$ cat src/core/cmc_map.svh
// Register map, field positions and counts of the CAN main mode control block
`ifndef CMC_MAP_SVH
`define CMC_MAP_SVH
`define CMC_AW          12
`define CMC_CTRL_OFF    12'h000
`define CMC_STAT_OFF    12'h004
`define CMC_BOFF_OFF    12'h040
`define CMC_CTRL_RST    32'h00010002
`define CMC_CTRL_WMASK  32'h0001807f
`define CMC_CTRL_SMASK  32'h00008000
`define CMC_B_INIT      0
`define CMC_B_SLEEP     1
`define CMC_B_TXPRI     2
`define CMC_B_RXLOCK    3
`define CMC_B_NORTX     4
`define CMC_B_AWAKE     5
`define CMC_B_ABOFF     6
`define CMC_B_FORCED_CONTROLLER_RESET     15
`define CMC_B_FRZ       16
`define CMC_S_INIT      0
`define CMC_S_SLEEP     1
`define CMC_S_RXLVL     11
`define CMC_BO_TEC_LSB  8
`define CMC_REC_BITS    4'ha
`define CMC_REC_SEQS    8'h7f
`define CMC_TEC_LIMIT   9'h0ff
`define CMC_RESP_OK     2'b00
`define CMC_RESP_ERR    2'b10
`endif

$ cat src/core/cmc_pkg.sv
// Types shared by the CAN main mode control block
`include "cmc_map.svh"
package cmc_pkg;
    typedef enum logic [1:0] {CMC_SLEEP, CMC_INIT, CMC_NORMAL} cmc_mode_type;

    typedef struct packed {
        logic                awvalid;
        logic [`CMC_AW-1:0]  awaddr;
        logic                wvalid;
        logic [31:0]         wdata;
        logic [3:0]          wstrb;
        logic                bready;
        logic                arvalid;
        logic [`CMC_AW-1:0]  araddr;
        logic                rready;
    } cmc_axi_req_type;

    typedef struct packed {
        logic                awready;
        logic                wready;
        logic                bvalid;
        logic [1:0]          bresp;
        logic                arready;
        logic                rvalid;
        logic [31:0]         rdata;
        logic [1:0]          rresp;
    } cmc_axi_rsp_type;

    typedef struct packed {
        logic                tx_priority_by_order;
        logic                rx_fifo_overrun_lock;
        logic                auto_retransmit_disable;
        logic                run_enable;
        logic                controller_reset;
        logic                busoff_flag;
    } cmc_engine_type;

    typedef struct packed {
        logic [31:0]         ctrl;
        cmc_mode_type        mode;
        logic                busoff;
        logic                armed;
        logic [3:0]          rec_bits;
        logic [7:0]          rec_seqs;
        logic                run;
        logic                ctl_rst;
        logic                rx_s1;
        logic                rx_s2;
        logic                rx_prev;
        logic                awready;
        logic                wready;
        logic                bvalid;
        logic [1:0]          bresp;
        logic [`CMC_AW-1:0]  awaddr;
        logic [31:0]         wdata;
        logic [3:0]          wstrb;
        logic                arready;
        logic                rvalid;
        logic [1:0]          rresp;
        logic [31:0]         rdata;
    } cmc_state_type;
endpackage

$ cat src/core/cmc_top.sv
// CAN main mode control: control word, mode machine, bus-off recovery, AXI4-Lite slave
//
// Operation
// Control bit 0 set enters initialization mode; cleared returns to normal.
// Sleep request bit 1 set enters sleep; cleared leaves sleep.
// With auto wake-up, receive activity clears the sleep request by hardware.
// After reset the control word is 0x00010002 and the controller sleeps.
// Transmit priority bit 0 selects ordering by message identifier.
// Transmit priority bit 1 selects chronological order of requests.
// Receive lock bit 0: new message overwrites unread one in full FIFO.
// Receive lock bit 1: new message is discarded, stored content kept.
// Retransmit disable 0: retry automatically until sent successfully.
// Retransmit disable 1: each message is attempted only once.
// Without auto wake-up, software wakes the controller by clearing sleep request.
// With auto wake-up, receive line activity ends sleep mode.
// Auto recovery set: leave bus-off after 128 runs of 11 recessive bits.
// Auto recovery clear: software sets then clears init before recovery counting.
// Writing the software reset bit forces a reset, ending in sleep mode.
// Software reset bit self-clears once applied; software can only set it.
// Debug freeze with core halted stops traffic; registers stay usable.
// Status bit 0 reads one while in initialization mode.
// A status bit reads one while in sleep mode.
// Transmit error count above 255 enters bus-off, sets flag, stops traffic.
// Reserved control bits ignore writes and read zero.
`timescale 1ns/1ps
`default_nettype none
`include "cmc_map.svh"
module cmc_top
    import cmc_pkg::*;
(
    // Clock and reset
    input  wire logic            clk_sys,
    input  wire logic            rst,
    // Register bus
    input  wire cmc_axi_req_type axi_i,
    output cmc_axi_rsp_type      axi_o,
    // Receive pin, protocol engine status and debug halt
    input  wire logic            can_rx,
    input  wire logic            bit_strobe,
    input  wire logic [8:0]      tec,
    input  wire logic            dbg_halt,
    // Engine configuration
    output cmc_engine_type       eng_o
);
    cmc_state_type s;
    cmc_state_type n;
    logic          rx_edge;
    logic          wr_go;
    logic          wr_ctrl;
    logic          hit_w;
    logic          recount;
    logic [31:0]   wv;
    logic [31:0]   base;
    logic [31:0]   stat;
    logic [31:0]   boff;
    logic [31:0]   wbe;

    // Byte lane masks from the latched strobes, so a partial write keeps the other lanes
    for (genvar i = 0; i < 4; i++) begin : g_lane
        assign wbe[8*i +: 8] = {8{s.wstrb[i]}};
    end

    //------------------------------------------------------------------
    // Bus answers and engine configuration
    //------------------------------------------------------------------
    // All of these are plain flop bits of the state record
    assign axi_o.awready = s.awready;
    assign axi_o.wready  = s.wready;
    assign axi_o.bvalid  = s.bvalid;
    assign axi_o.bresp   = s.bresp;
    assign axi_o.arready = s.arready;
    assign axi_o.rvalid  = s.rvalid;
    assign axi_o.rdata   = s.rdata;
    assign axi_o.rresp   = s.rresp;
    assign eng_o.tx_priority_by_order    = s.ctrl[`CMC_B_TXPRI];  // see R05
    assign eng_o.rx_fifo_overrun_lock    = s.ctrl[`CMC_B_RXLOCK]; // see R07
    assign eng_o.auto_retransmit_disable = s.ctrl[`CMC_B_NORTX];  // see R09
    assign eng_o.run_enable              = s.run;
    assign eng_o.controller_reset        = s.ctl_rst;
    assign eng_o.busoff_flag             = s.busoff;

    //------------------------------------------------------------------
    // Next-state logic
    //------------------------------------------------------------------
    always_comb begin
        n = s;
        // Two-flop synchroniser; edges are only taken from the second stage
        n.rx_s1   = can_rx;
        n.rx_s2   = s.rx_s1;
        n.rx_prev = s.rx_s2;
        rx_edge   = s.rx_prev & ~s.rx_s2;

        // Read views
        stat = 32'h0;
        stat[`CMC_S_INIT]  = (s.mode == CMC_INIT);
        stat[`CMC_S_SLEEP] = (s.mode == CMC_SLEEP);
        stat[`CMC_S_RXLVL] = s.rx_s2;
        boff = 32'h0;
        boff[0] = s.busoff;
        boff[`CMC_BO_TEC_LSB +: 9] = tec;

        // Write address and data are taken independently, in either order
        if (axi_i.awvalid && s.awready) begin
            n.awready = 1'b0;
            n.awaddr  = axi_i.awaddr;
        end
        if (axi_i.wvalid && s.wready) begin
            n.wready = 1'b0;
            n.wdata  = axi_i.wdata;
            n.wstrb  = axi_i.wstrb;
        end
        if (s.bvalid && axi_i.bready) begin
            n.bvalid  = 1'b0;
            n.awready = 1'b1;
            n.wready  = 1'b1;
        end
        wr_go   = !s.awready && !s.wready && !s.bvalid;
        hit_w   = ({s.awaddr[`CMC_AW-1:2], 2'b00} == `CMC_CTRL_OFF)
                || ({s.awaddr[`CMC_AW-1:2], 2'b00} == `CMC_STAT_OFF)
                || ({s.awaddr[`CMC_AW-1:2], 2'b00} == `CMC_BOFF_OFF);
        wr_ctrl = wr_go && ({s.awaddr[`CMC_AW-1:2], 2'b00} == `CMC_CTRL_OFF);
        if (wr_go) begin
            n.bvalid = 1'b1;
            n.bresp  = hit_w ? `CMC_RESP_OK : `CMC_RESP_ERR;
        end

        // Hardware wake-up clears the sleep request; a software write
        // in the same cycle is applied on top and so wins
        base = s.ctrl;
        if (s.mode == CMC_SLEEP && s.ctrl[`CMC_B_AWAKE] && rx_edge) begin
            base[`CMC_B_SLEEP] = 1'b0; // see R03
        end
        wv = (base & ~wbe) | (s.wdata & wbe);
        // Reserved bits never load; reset bit can only be set
        n.ctrl = base;
        if (wr_ctrl) begin
            n.ctrl = (base & ~`CMC_CTRL_WMASK) | (wv & `CMC_CTRL_WMASK)
                   | (base & `CMC_CTRL_SMASK); // see R21
        end

        // Read channel answers one cycle after the address is taken
        if (axi_i.arvalid && s.arready) begin
            n.arready = 1'b0;
            n.rvalid  = 1'b1;
            n.rresp   = `CMC_RESP_OK;
            case ({axi_i.araddr[`CMC_AW-1:2], 2'b00})
                `CMC_CTRL_OFF: n.rdata = s.ctrl;
                `CMC_STAT_OFF: n.rdata = stat;
                `CMC_BOFF_OFF: n.rdata = boff;
                default: begin
                    n.rdata = 32'h0;
                    n.rresp = `CMC_RESP_ERR;
                end
            endcase
        end
        if (s.rvalid && axi_i.rready) begin
            n.rvalid  = 1'b0;
            n.arready = 1'b1;
        end

        // Mode follows the requests; initialization has precedence
        case (s.ctrl[`CMC_B_SLEEP:`CMC_B_INIT])
            2'h0:    n.mode = CMC_NORMAL;  // see R01
            2'h2:    n.mode = CMC_SLEEP;
            default: n.mode = CMC_INIT;
        endcase

        // Bus-off entry and recovery counting on sampled bits
        if (s.busoff && s.ctrl[`CMC_B_INIT]) begin
            n.armed = 1'b1;
        end
        recount = s.busoff
                && (s.ctrl[`CMC_B_ABOFF] || (s.armed && !s.ctrl[`CMC_B_INIT])); // see R13
        if (!s.busoff && tec > `CMC_TEC_LIMIT) begin
            n.busoff   = 1'b1;
            n.armed    = 1'b0;
            n.rec_bits = 4'h0;
            n.rec_seqs = 8'h0;
        end else if (recount && bit_strobe) begin
            if (!s.rx_s2) begin
                n.rec_bits = 4'h0; // Dominant bit breaks the run
            end else if (s.rec_bits != `CMC_REC_BITS) begin
                n.rec_bits = s.rec_bits + 4'h1;
            end else begin
                n.rec_bits = 4'h0;
                n.rec_seqs = s.rec_seqs + 8'h1;
                if (s.rec_seqs == `CMC_REC_SEQS) begin
                    n.busoff   = 1'b0;
                    n.armed    = 1'b0;
                    n.rec_seqs = 8'h0;
                end
            end
        end

        // Forced reset takes one cycle and leaves the controller asleep
        n.ctl_rst = 1'b0;
        if (s.ctrl[`CMC_B_FORCED_CONTROLLER_RESET]) begin
            n.ctrl     = `CMC_CTRL_RST; // see R15 see R16
            n.mode     = CMC_SLEEP;
            n.busoff   = 1'b0;
            n.armed    = 1'b0;
            n.rec_bits = 4'h0;
            n.rec_seqs = 8'h0;
            n.ctl_rst  = 1'b1;
        end

        // Traffic only in normal mode, not bus-off, not frozen by debug
        n.run = (n.mode == CMC_NORMAL) && !n.busoff
              && !(s.ctrl[`CMC_B_FRZ] && dbg_halt); // see R17
    end

    //------------------------------------------------------------------
    // State register
    //------------------------------------------------------------------
    always_ff @(posedge clk_sys) begin
        if (rst) begin
            s         <= '0;
            s.ctrl    <= `CMC_CTRL_RST;
            s.mode    <= CMC_SLEEP;
            s.rx_s1   <= 1'b1;
            s.rx_s2   <= 1'b1;
            s.rx_prev <= 1'b1;
            s.awready <= 1'b1;
            s.wready  <= 1'b1;
            s.arready <= 1'b1;
        end else begin
            s <= n;
        end
    end

    //------------------------------------------------------------------
    // Assertions
    //------------------------------------------------------------------
    property p_init_enter;
        @(posedge clk_sys) disable iff (rst)
        (s.ctrl[`CMC_B_INIT] && !s.ctrl[`CMC_B_FORCED_CONTROLLER_RESET]) |=> (s.mode == CMC_INIT);
    endproperty
    a_init_enter: assert property (p_init_enter) else $error("init request not honoured"); // see R01

    property p_normal;
        @(posedge clk_sys) disable iff (rst)
        (s.ctrl[`CMC_B_SLEEP:`CMC_B_INIT] == 2'h0 && !s.ctrl[`CMC_B_FORCED_CONTROLLER_RESET])
        |=> (s.mode == CMC_NORMAL);
    endproperty
    a_normal: assert property (p_normal) else $error("normal mode not entered"); // see R01

    property p_sleep;
        @(posedge clk_sys) disable iff (rst)
        (s.ctrl[`CMC_B_SLEEP:`CMC_B_INIT] == 2'h2 && !s.ctrl[`CMC_B_FORCED_CONTROLLER_RESET])
        |=> (s.mode == CMC_SLEEP);
    endproperty
    a_sleep: assert property (p_sleep) else $error("sleep mode not entered"); // see R02

    property p_wake;
        @(posedge clk_sys) disable iff (rst)
        (s.mode == CMC_SLEEP && s.ctrl[`CMC_B_AWAKE] && rx_edge && !wr_ctrl
         && !s.ctrl[`CMC_B_FORCED_CONTROLLER_RESET]) |=> !s.ctrl[`CMC_B_SLEEP] ##1 (s.mode != CMC_SLEEP);
    endproperty
    a_wake: assert property (p_wake) else $error("automatic wake-up missed"); // see R03

    property p_forced_controller_reset;
        @(posedge clk_sys) disable iff (rst)
        s.ctrl[`CMC_B_FORCED_CONTROLLER_RESET] |=> (s.ctrl == `CMC_CTRL_RST) && (s.mode == CMC_SLEEP) && s.ctl_rst;
    endproperty
    a_forced_controller_reset: assert property (p_forced_controller_reset) else $error("forced reset not applied"); // see R04 see R15

    property p_busoff;
        @(posedge clk_sys) disable iff (rst)
        (!s.busoff && tec > `CMC_TEC_LIMIT && !s.ctrl[`CMC_B_FORCED_CONTROLLER_RESET]) |=> s.busoff ##1 !s.run;
    endproperty
    a_busoff: assert property (p_busoff) else $error("bus-off not entered");

    property p_freeze;
        @(posedge clk_sys) disable iff (rst)
        (s.ctrl[`CMC_B_FRZ] && dbg_halt) |=> !s.run;
    endproperty
    a_freeze: assert property (p_freeze) else $error("debug freeze ignored");

    property p_recover;
        @(posedge clk_sys) disable iff (rst)
        ($fell(s.busoff) && !$past(s.ctrl[`CMC_B_FORCED_CONTROLLER_RESET]))
        |-> ($past(s.rec_seqs) == `CMC_REC_SEQS) && ($past(s.ctrl[`CMC_B_ABOFF]) || $past(s.armed));
    endproperty
    a_recover: assert property (p_recover) else $error("bus-off left too early"); // see R13

    property p_reserved;
        @(posedge clk_sys) disable iff (rst)
        (axi_i.arvalid && s.arready && {axi_i.araddr[`CMC_AW-1:2], 2'b00} == `CMC_CTRL_OFF)
        |=> s.rvalid && ((s.rdata & ~`CMC_CTRL_WMASK) == 32'h0);
    endproperty
    a_reserved: assert property (p_reserved) else $error("reserved control bits set");

    property p_no_count;
        @(posedge clk_sys) disable iff (rst)
        (s.busoff && !s.ctrl[`CMC_B_ABOFF] && !s.armed && !s.ctrl[`CMC_B_FORCED_CONTROLLER_RESET])
        |=> $stable(s.rec_seqs) && $stable(s.rec_bits);
    endproperty
    a_no_count: assert property (p_no_count) else $error("recovery counted before init cycle");

    property p_busoff_quiet;
        @(posedge clk_sys) disable iff (rst)
        s.busoff |-> !s.run;
    endproperty
    a_busoff_quiet: assert property (p_busoff_quiet) else $error("traffic allowed in bus-off");
endmodule
`default_nettype wire

$ cat config.mk
export PLATFORM = sky130hd
export DESIGN_NAME = cmc_top
export DESIGN_NICKNAME = d
export VERILOG_FILES = /design/src/core/cmc_pkg.sv /design/src/core/cmc_top.sv
export VERILOG_INCLUDE_DIRS = /design/src /design/src/core
export SDC_FILE = /design/constraint.sdc
export NUM_CORES = 1
export LEC_CHECK = 0
export ABC_AREA = 1
export BUFFER_PORTS_ARGS = -buffer_cell sky130_fd_sc_hd__buf_2
export CAP_MARGIN = 20
export CELL_PAD_IN_SITES_DETAIL_PLACEMENT = 0
export CELL_PAD_IN_SITES_GLOBAL_PLACEMENT = 1
export CORE_MARGIN = 5
export CORE_UTILIZATION = 37
export CTS_CLUSTER_SIZE = 28
export DETAILED_ROUTE_END_ITERATION = 10
export GPL_TIMING_DRIVEN = 0
export HOLD_SLACK_MARGIN = 0.02
export PLACE_DENSITY = 0.95
export REMOVE_ABC_BUFFERS = 1
export SYNTH_ARGS = -nofsm -noshare
export SYNTH_HDL_FRONTEND = slang
export SYNTH_SLANG_ARGS = --single-unit
export TNS_END_PERCENT = 30
$ cat constraint.sdc
create_clock -name clk_sys -period 3.89 [get_ports clk_sys]
set_input_delay 0.389 -clock clk_sys [delete_from_list [all_inputs] [get_ports clk_sys]]
set_output_delay 0.389 -clock clk_sys [all_outputs]
set_load 0.03 [all_outputs]
Word-level counts from Yosys, hierarchy flattened
Cells that the tools add are included.

Flip-flop bits (word level): 126. Input bits: 79. Output and inout port bits: 47.

Muxes and demuxes: 21. Equality and inequality tests: 9. Reductions and logical operators: 40. Bitwise logic cells: 10. Order comparisons: 1. $add $sub $neg: 2.

Operators by type and width (number): 32-bit one-hot mux with 3 select lines (1); 17-bit bitwise AND (2); 32-bit by 16-bit bitwise OR with 32-bit output (1); 32-bit by 17-bit bitwise OR with 32-bit output (1); 14-bit two-way mux (2); 8-bit two-way mux (3); 10-bit by 1-bit equality test with 1-bit output (second input constant) (2); 10-bit by 5-bit equality test with 1-bit output (second input constant) (2); 10-bit logical NOT (2); 1-bit logical AND (18); 17-bit NOT (1); 17-bit bitwise OR (1); 16-bit two-way mux (1); 2-bit two-way mux (6); 9-bit by 8-bit greater-than comparator with 1-bit output (second input constant) (1); 3-bit OR reduction (3); 8-bit by 1-bit adder with 8-bit output (second input constant) (1); 8-bit by 7-bit equality test with 1-bit output (second input constant) (1); 4-bit two-way mux (2); 1-bit logical NOT (7); 2-bit OR reduction (3); 4-bit by 1-bit adder with 4-bit output (second input constant) (1); 2-bit equality test (second input constant) (2); 2-bit logical NOT (2); other kinds (10) (17).

Longest topological paths before layout
Gate-level depths: netlist of run 1.

Depth after elaboration: 11. Mapped depth: 11. Mapped depth without buffers: 11.

Worst setup path before layout of run 1
Ideal clock, no wire load.

Kind: register -> register. Start point: register s[102] in the netlist's numbering. End point: register s[101] in the netlist's numbering. Arrival time: 1.243 ns. Path slack: 2.534 ns. Clock period less this slack: 1.356 ns. Data required time: 3.777 ns. Buffers on the path: 0. Stages on the path, launching flop included: 12. Cell sequence: dfxtp_1 -> inv_1 -> ha_1 -> nand2_1 -> nor2_2 -> nand2_2 -> nor2_4 -> nand2_2 -> nand2_1 -> inv_1 -> nand2_1 -> nor2_1.

Word-level cells in the longest chain between the ends: 3.

RTL lines: from (decl) (RTL line cmc_top.sv:45) `cmc_state_type s;`; from (signal assigned) (RTL line cmc_top.sv:227) `s <= n;`; 4-bit != test (no source line); 1-bit NOT (no source line); 3-bit AND reduction (no source line).

Every way passes these cells. A chain may end at the register's enable or synchronous reset.

Worst setup path after layout of run 1
Start point: register s, in the netlist axi_o[35]. End point: register s, in the netlist axi_o[8].

Word-level cells in the longest chain between the ends: 1.

RTL lines: 1-bit logical AND (RTL line cmc_top.sv:142) `if (axi_i.arvalid && s.arready) begin`.

Every way passes these cells.

==> out/qor.yml, run 1 <==
coreArea_um2: 9150
syn_avg_cell_area_um2: 7.59
hpwl_um: 5790
cts_max_path_buffers: 2
grt_usage_pct: 13.7
place.gp.congestion: 0.774
cts.sinks: 76
drt-pass1-iter-count: 4
grt_use_met2_pct: 22.7
slew_violations: 0
power_mw: 1.54
initial_core_util_pct: 37.6
wl_um: 7460
synthFlopType: "dfxtp_1"
ys_seq_area_share_pct: 44.3
yosysUniqueCellTypes: 30
synth-async-reset-ratio_pct: 0
io_pins: 126
dieArea_um2: 11300
powerDensity_nw_per_um2: 402
grt_max_degree: 38
num_rows: 35
tns_ps: 0
postCtsHoldBufs: 0
max_clock_freq_mhz: 621
leakage_nw: 1.76
clock_skew_ps: 12.4
drc_errors: 0
grt_util_met1_pct: 17.1
vias: 2874
hold_path.class: "input port to flip-flop"
cp-end-kind: "flip-flop"
fin_crit_sh_pct: 41.4
ir_drop_mv: 0.160
drive_above_1_share_pct: 25.1
hold_violations: 0
grt.busiest_layer: "met2"
cts_resized: 0
io_buffer_count: 95
grtUsageMet3_pct: 3.04
run_status: "completed"
ys_ff_latch: 76
htree_num_levels: 3
critical_path.startpoint_type: "flip-flop"
post_cts_buffers: 0
setup_violations: 0
min_period_ps: 1610
rsz0062_at_grt: "no"
grt_pass1_wl_um: 12700
cp_data_arrival_time_ps: 1880
first_global_vias: 2796
relSlewSlack_pct: 39.7
cts_buffers: 9
grt.overflow.total: 0
cts_tree: "built"
insertion_delay_ps: 340
crit_type: "flip-flop to flip-flop"
worstMarginPinSlew_ps: 903
ant_nets: 0
required_ps: 4160
clk_pin_slew_ps: 80
diodes: 0
synth_warnings: 0
cts_root_buf: "clkbuf_8"
syn_area_um2: 3440
die_y_um: 106
viasPerCell: 4.64
synth_edf_count: 0
area_growth_pct: 11.4
antenna_found_initial: 0
cp_max_fo: 31
final_nets: 586
post-route-util_pct: 41.8
drtIter0Drc: 140
syn-instance-count: 453
wl_per_cell_um: 12.0
die_w_um: 106
cap_violations: 0
[final timing paths]
path / start / endpoint / slack (ps) / depth (start not counted)
setup / recovery: axi_o[35] / axi_o[8] / 2280 / 4
hold / removal: axi_i[64] / axi_o[40] / 240 / 2
hold reg to reg: n[90] / n[89] / 410 / 1
setup reg to reg: axi_o[35] / axi_o[8] / 2280 / 4
[per-stage QoR]
step | setup WS [ps] | instance area [µm²] | hold slack, ps | instances
2_1_floorplan | 128 | 3050 | 389 | 398
3_3_place_gp | 2100 | 3660 | 394 | 604
5_1_grt | 2040 | 3830 | 251 | 620
6_report | 2280 | 3830 | 244 | 620
4_1_cts | 2270 | 3830 | 230 | 620
3_5_place_dp | 2070 | 3660 | 396 | 604
[state kept, by name, indices dropped and copies added (netlist names)]
register  cells
axi_o        24
base          5
eng_o         6
n             2
s            39
[power by group]
group          leakage, nW  total, mW  internal [mW]  switching (mW)
registers            0.622      0.835          0.813          0.0216
logic                 1.05      0.174         0.0570           0.117
clock network       0.0864      0.529          0.232           0.297
[Yosys cell counts (all sizes together), types with 3 or more instances]
cell	n	area (µm²)
inv	38	143
buf	48	364
or2	4	25.0
a21oi	43	215
nor3	3	26.3
dfxtp	76	1520
nand3	20	113
nor2	69	297
o21ai	41	205
nand2	80	310
nand4	8	50.1
ha	3	37.5
clkbuf	8	30.0
[worst max-delay path, stage by stage, from the launching register on]
cell     delay [ps]
dfxtp_1         360
nand2_1         150
inv_1           630
o21ai_0         200
a21oi_1         190
[layer usage]
metal | up-vias | wire length [µm]
met2 | 68 | 3500
met3 | 7 | 378
met4 | 0 | 108
met5 | - | 0
li1 | 1508 | -
met1 | 1291 | 3470
[cell usage in the layout, fill, tap and decap left out, types with 2 or more instances in the layout]
master    netlist  routed
nand3_1        19      19
nand4_1         8       8
nand2_1        76      76
o21a_1          2       2
dfxtp_1        76      76
buf_2           0      95
ha_1            3       3
a211oi_1        2       2
xor2_1          2       2
nor2_4          4       4
nor3_1          2       2
nor2_2          3       3
o21ai_0        41      41
or2_2           3       3
nor2_1         62      62
clkbuf_8        0       9
a21oi_1        43      43
clkinv_2        0       3
conb_1          1       2
inv_1          37      37
nand2_2         4       4
[cell families (layout without fill, tap and decap cells)]
family / count (synthesis) / after routing / synth area share, %
AND/OR/NAND/NOR: 186 / 186 / 24.7
buffers and inverters: 95 / 150 / 15.7
AO/OA/AOI/OAI: 89 / 89 / 13.3
flip-flops: 76 / 76 / 44.3
adder cells (fa/ha/maj): 3 / 3 / 1.09
XOR/XNOR: 3 / 3 / 0.765
other: 1 / 2 / 0.109
[area by class of cell]
| cell class | instances | area [µm²] |
|---|---|---|
| timing repair buffer | 95 | 475 |
| tap | 111 | 139 |
| clock buffer | 10 | 128 |
| sequential | 76 | 1520 |
| multi-input combinational | 283 | 1380 |
| fill | 941 | 5320 |
| inverter | 39 | 146 |
| clock inverter | 6 | 40.0 |
(Power assumes the default switching activity.)
==> inputs of run 2 (changes only) <==
--- a/config.mk
+++ b/config.mk
@@ -12,12 +12,12 @@
 export CELL_PAD_IN_SITES_DETAIL_PLACEMENT = 0
 export CELL_PAD_IN_SITES_GLOBAL_PLACEMENT = 1
 export CORE_MARGIN = 5
-export CORE_UTILIZATION = 37
+export CORE_UTILIZATION = 35
 export CTS_CLUSTER_SIZE = 28
 export DETAILED_ROUTE_END_ITERATION = 10
 export GPL_TIMING_DRIVEN = 0
 export HOLD_SLACK_MARGIN = 0.02
-export PLACE_DENSITY = 0.95
+export PLACE_DENSITY = 0.91
 export REMOVE_ABC_BUFFERS = 1
 export SYNTH_ARGS = -nofsm -noshare
 export SYNTH_HDL_FRONTEND = slang
==> constraint.sdc (replaced) <==
create_clock -name clk_sys -period 1.7 [get_ports clk_sys]
set_input_delay 0.17 -clock clk_sys [delete_from_list [all_inputs] [get_ports clk_sys]]
set_output_delay 0.17 -clock clk_sys [all_outputs]
set_load 0.03 [all_outputs]
==> run 2 against run 1 <==
Clock skew decreased by 2.3 ps. Highest routed layer unchanged. Combinational power increased by 130%. Cell area increased by 1.8%. Largest cell class unchanged. Utilization decreased by 1.6 points. Largest power group unchanged.
==> out/qor.yml, run 2 (same netlist as run 1, synthesis figures left out) <==
fin_crit_sh_pct: 89.3
area_growth_pct: 13.4
setup_ws_ps: 183
drive_above_1_share_pct: 25.6
viasPerCell: 4.44
htree_num_levels: 3
dieArea_um2: 11900
layout_common_cells: "buf_2, dfxtp_1, nand2_1, nor2_1, a21oi_1"
met3_length_um: 408
cap_violations: 0
cts.sinks: 76
cp_slowest_cell: "dfxtp_1"
slew_violations: 0
cts_buffers: 9
crit_buf_inv: 1
swShare_pct: 28.4
place.gp.congestion: 0.814
setup_violations: 0
dpl_cell_area_um2: 3690
critical_path.startpoint_type: "flip-flop"
coreArea_um2: 9680
top_layer: "met4"
grt.overflow.total: 0
combinationalPowerShare_pct: 11.2
relSlewSlack_pct: 37.7
hold_path.class: "input port to flip-flop"
grt_usage_pct: 12.9
insertion_delay_ps: 350
hold_violations: 0
first_global_vias: 2720
nFillCells: 1015
netSwitchingPower_mw: 1.02
io_pins: 126
layout.cells.most_common: "buf_2"
antenna_found_initial: 0
max_clock_freq_mhz: 659
worstMarginPinSlew_ps: 934
drc_errors: 0
io_buffer_count: 95
wl_um: 7640
required_ps: 1960
cp_top_family: "simple AND/OR/NAND/NOR gates"
p_int_mw: 2.57
post-place-cells: 626
die_w_um: 109
ir_drop_mv: 0.332
rsz0062_at_grt: "no"
post_cts_buffers: 0
drtIter0Drc: 155
clkPwrFrac_pct: 35.6
finalNonFillerCells: 644
num_rows: 36
die_y_um: 109
initial_core_util_pct: 35.5
dp_slack_ps: 127
met2_length_um: 3590
rrSetupSlack_ps: 180
min_period_ps: 1520
grt_pass1_wl_um: 12100
drt-pass1-iter-count: 4
top_register: "s"
cts_max_path_buffers: 2
cpPeakStageDelay_ps: 340
leakage_nw: 1.77
finish.instance_area_um2: 3900
diodes: 0
run_status: "completed"
grt_max_degree: 38
crit_type: "flip-flop to flip-flop"
ant_nets: 0
final_nets: 588
cts_tree: "built"
wl_per_cell_um: 11.9
p_seq_share_pct: 53.1
cp_max_fo: 8
drt-met1-wl_um: 3520
cts_root_buf: "clkbuf_8"
cp_data_arrival_time_ps: 1780
hpwl_um: 5770
cp-end-kind: "flip-flop"
critical_path.cell_chain: "inv_1 > ha_1 > nand2_1 > nor2_2 > nand2_2 > nor2_4 > nand2_2 > nand2_1 > nand2_1 > a21oi_1"
clock_skew_ps: 10.1
powerDensity_nw_per_um2: 922
clk_pin_slew_ps: 90
vias: 2857
path_common_cell: "nand2_1"
largest_reg_flops: 39
[run 2: cell types whose count changed in the layout (fill, tap and decap cells not counted), sizes merged]
cell	delta
clkinv	-2
clkinvlp	+2
dlygate4sd3	+2
[run 2: metal layers]
layer | track usage, % | vias to the layer above
li1 | - | 1509
met1 | 15.9 | 1276
met2 | 21.1 | 61
met3 | 2.55 | 11
met4 | 6.58 | 0
met5 | 0 | -
[run 2: worst paths after layout]
path              depth (start not counted)   endpoint  startpoint
setup / recovery                         10   eng_o[2]      s[102]
hold / removal                            3  axi_o[35]    axi_i[0]
hold reg to reg                           1      n[89]       n[90]
setup reg to reg                         10   eng_o[2]      s[102]
[run 2: timing repair]
item	CTS	global route
resized for setup	0	2
hold endpoints to repair	2	0
hold buffers	2	0
endpoints found under the setup margin	0	12
[run 2: area by class of cell]
type	instances	area, µm²	share of cell area, %
clock buffers	10	138	3.53
clock inverters	6	46.3	1.19
inverters	39	150	3.85
multi-input cells	283	1380	35.4
flip-flops and latches	76	1520	39.0
well taps	133	166	4.27
repair buffers	97	495	12.7
[run 2: tightest hold or removal path: stages]
cell	delay (ps)
buf_2	70
a21oi_1	70
nand2_1	60
[run 2: power groups by stage]
stage	combinational [mW]	clock, mW	sequential (mW)
2_1_floorplan	0.187	0	2.01
3_3_place_gp	0.397	0	1.95
3_5_place_dp	0.404	0	1.95
4_1_cts	0.409	1.32	1.91
5_1_grt	0.456	1.38	1.92
6_report	0.404	1.28	1.91
[run 2: metrics by stage]
step / setup TNS (ps) / hold WS [ps] / power (mW) / utilization, %
5_1_grt: 0 / 50.3 / 3.75 / 40.3
3_5_place_dp: 0 / 371 / 2.36 / 38.1
3_3_place_gp: 0 / 375 / 2.35 / 38.1
2_1_floorplan: -31530 / 239 / 2.20 / -
4_1_cts: 0 / 40.8 / 3.64 / 40.2
6_report: 0 / 48.6 / 3.59 / 40.3
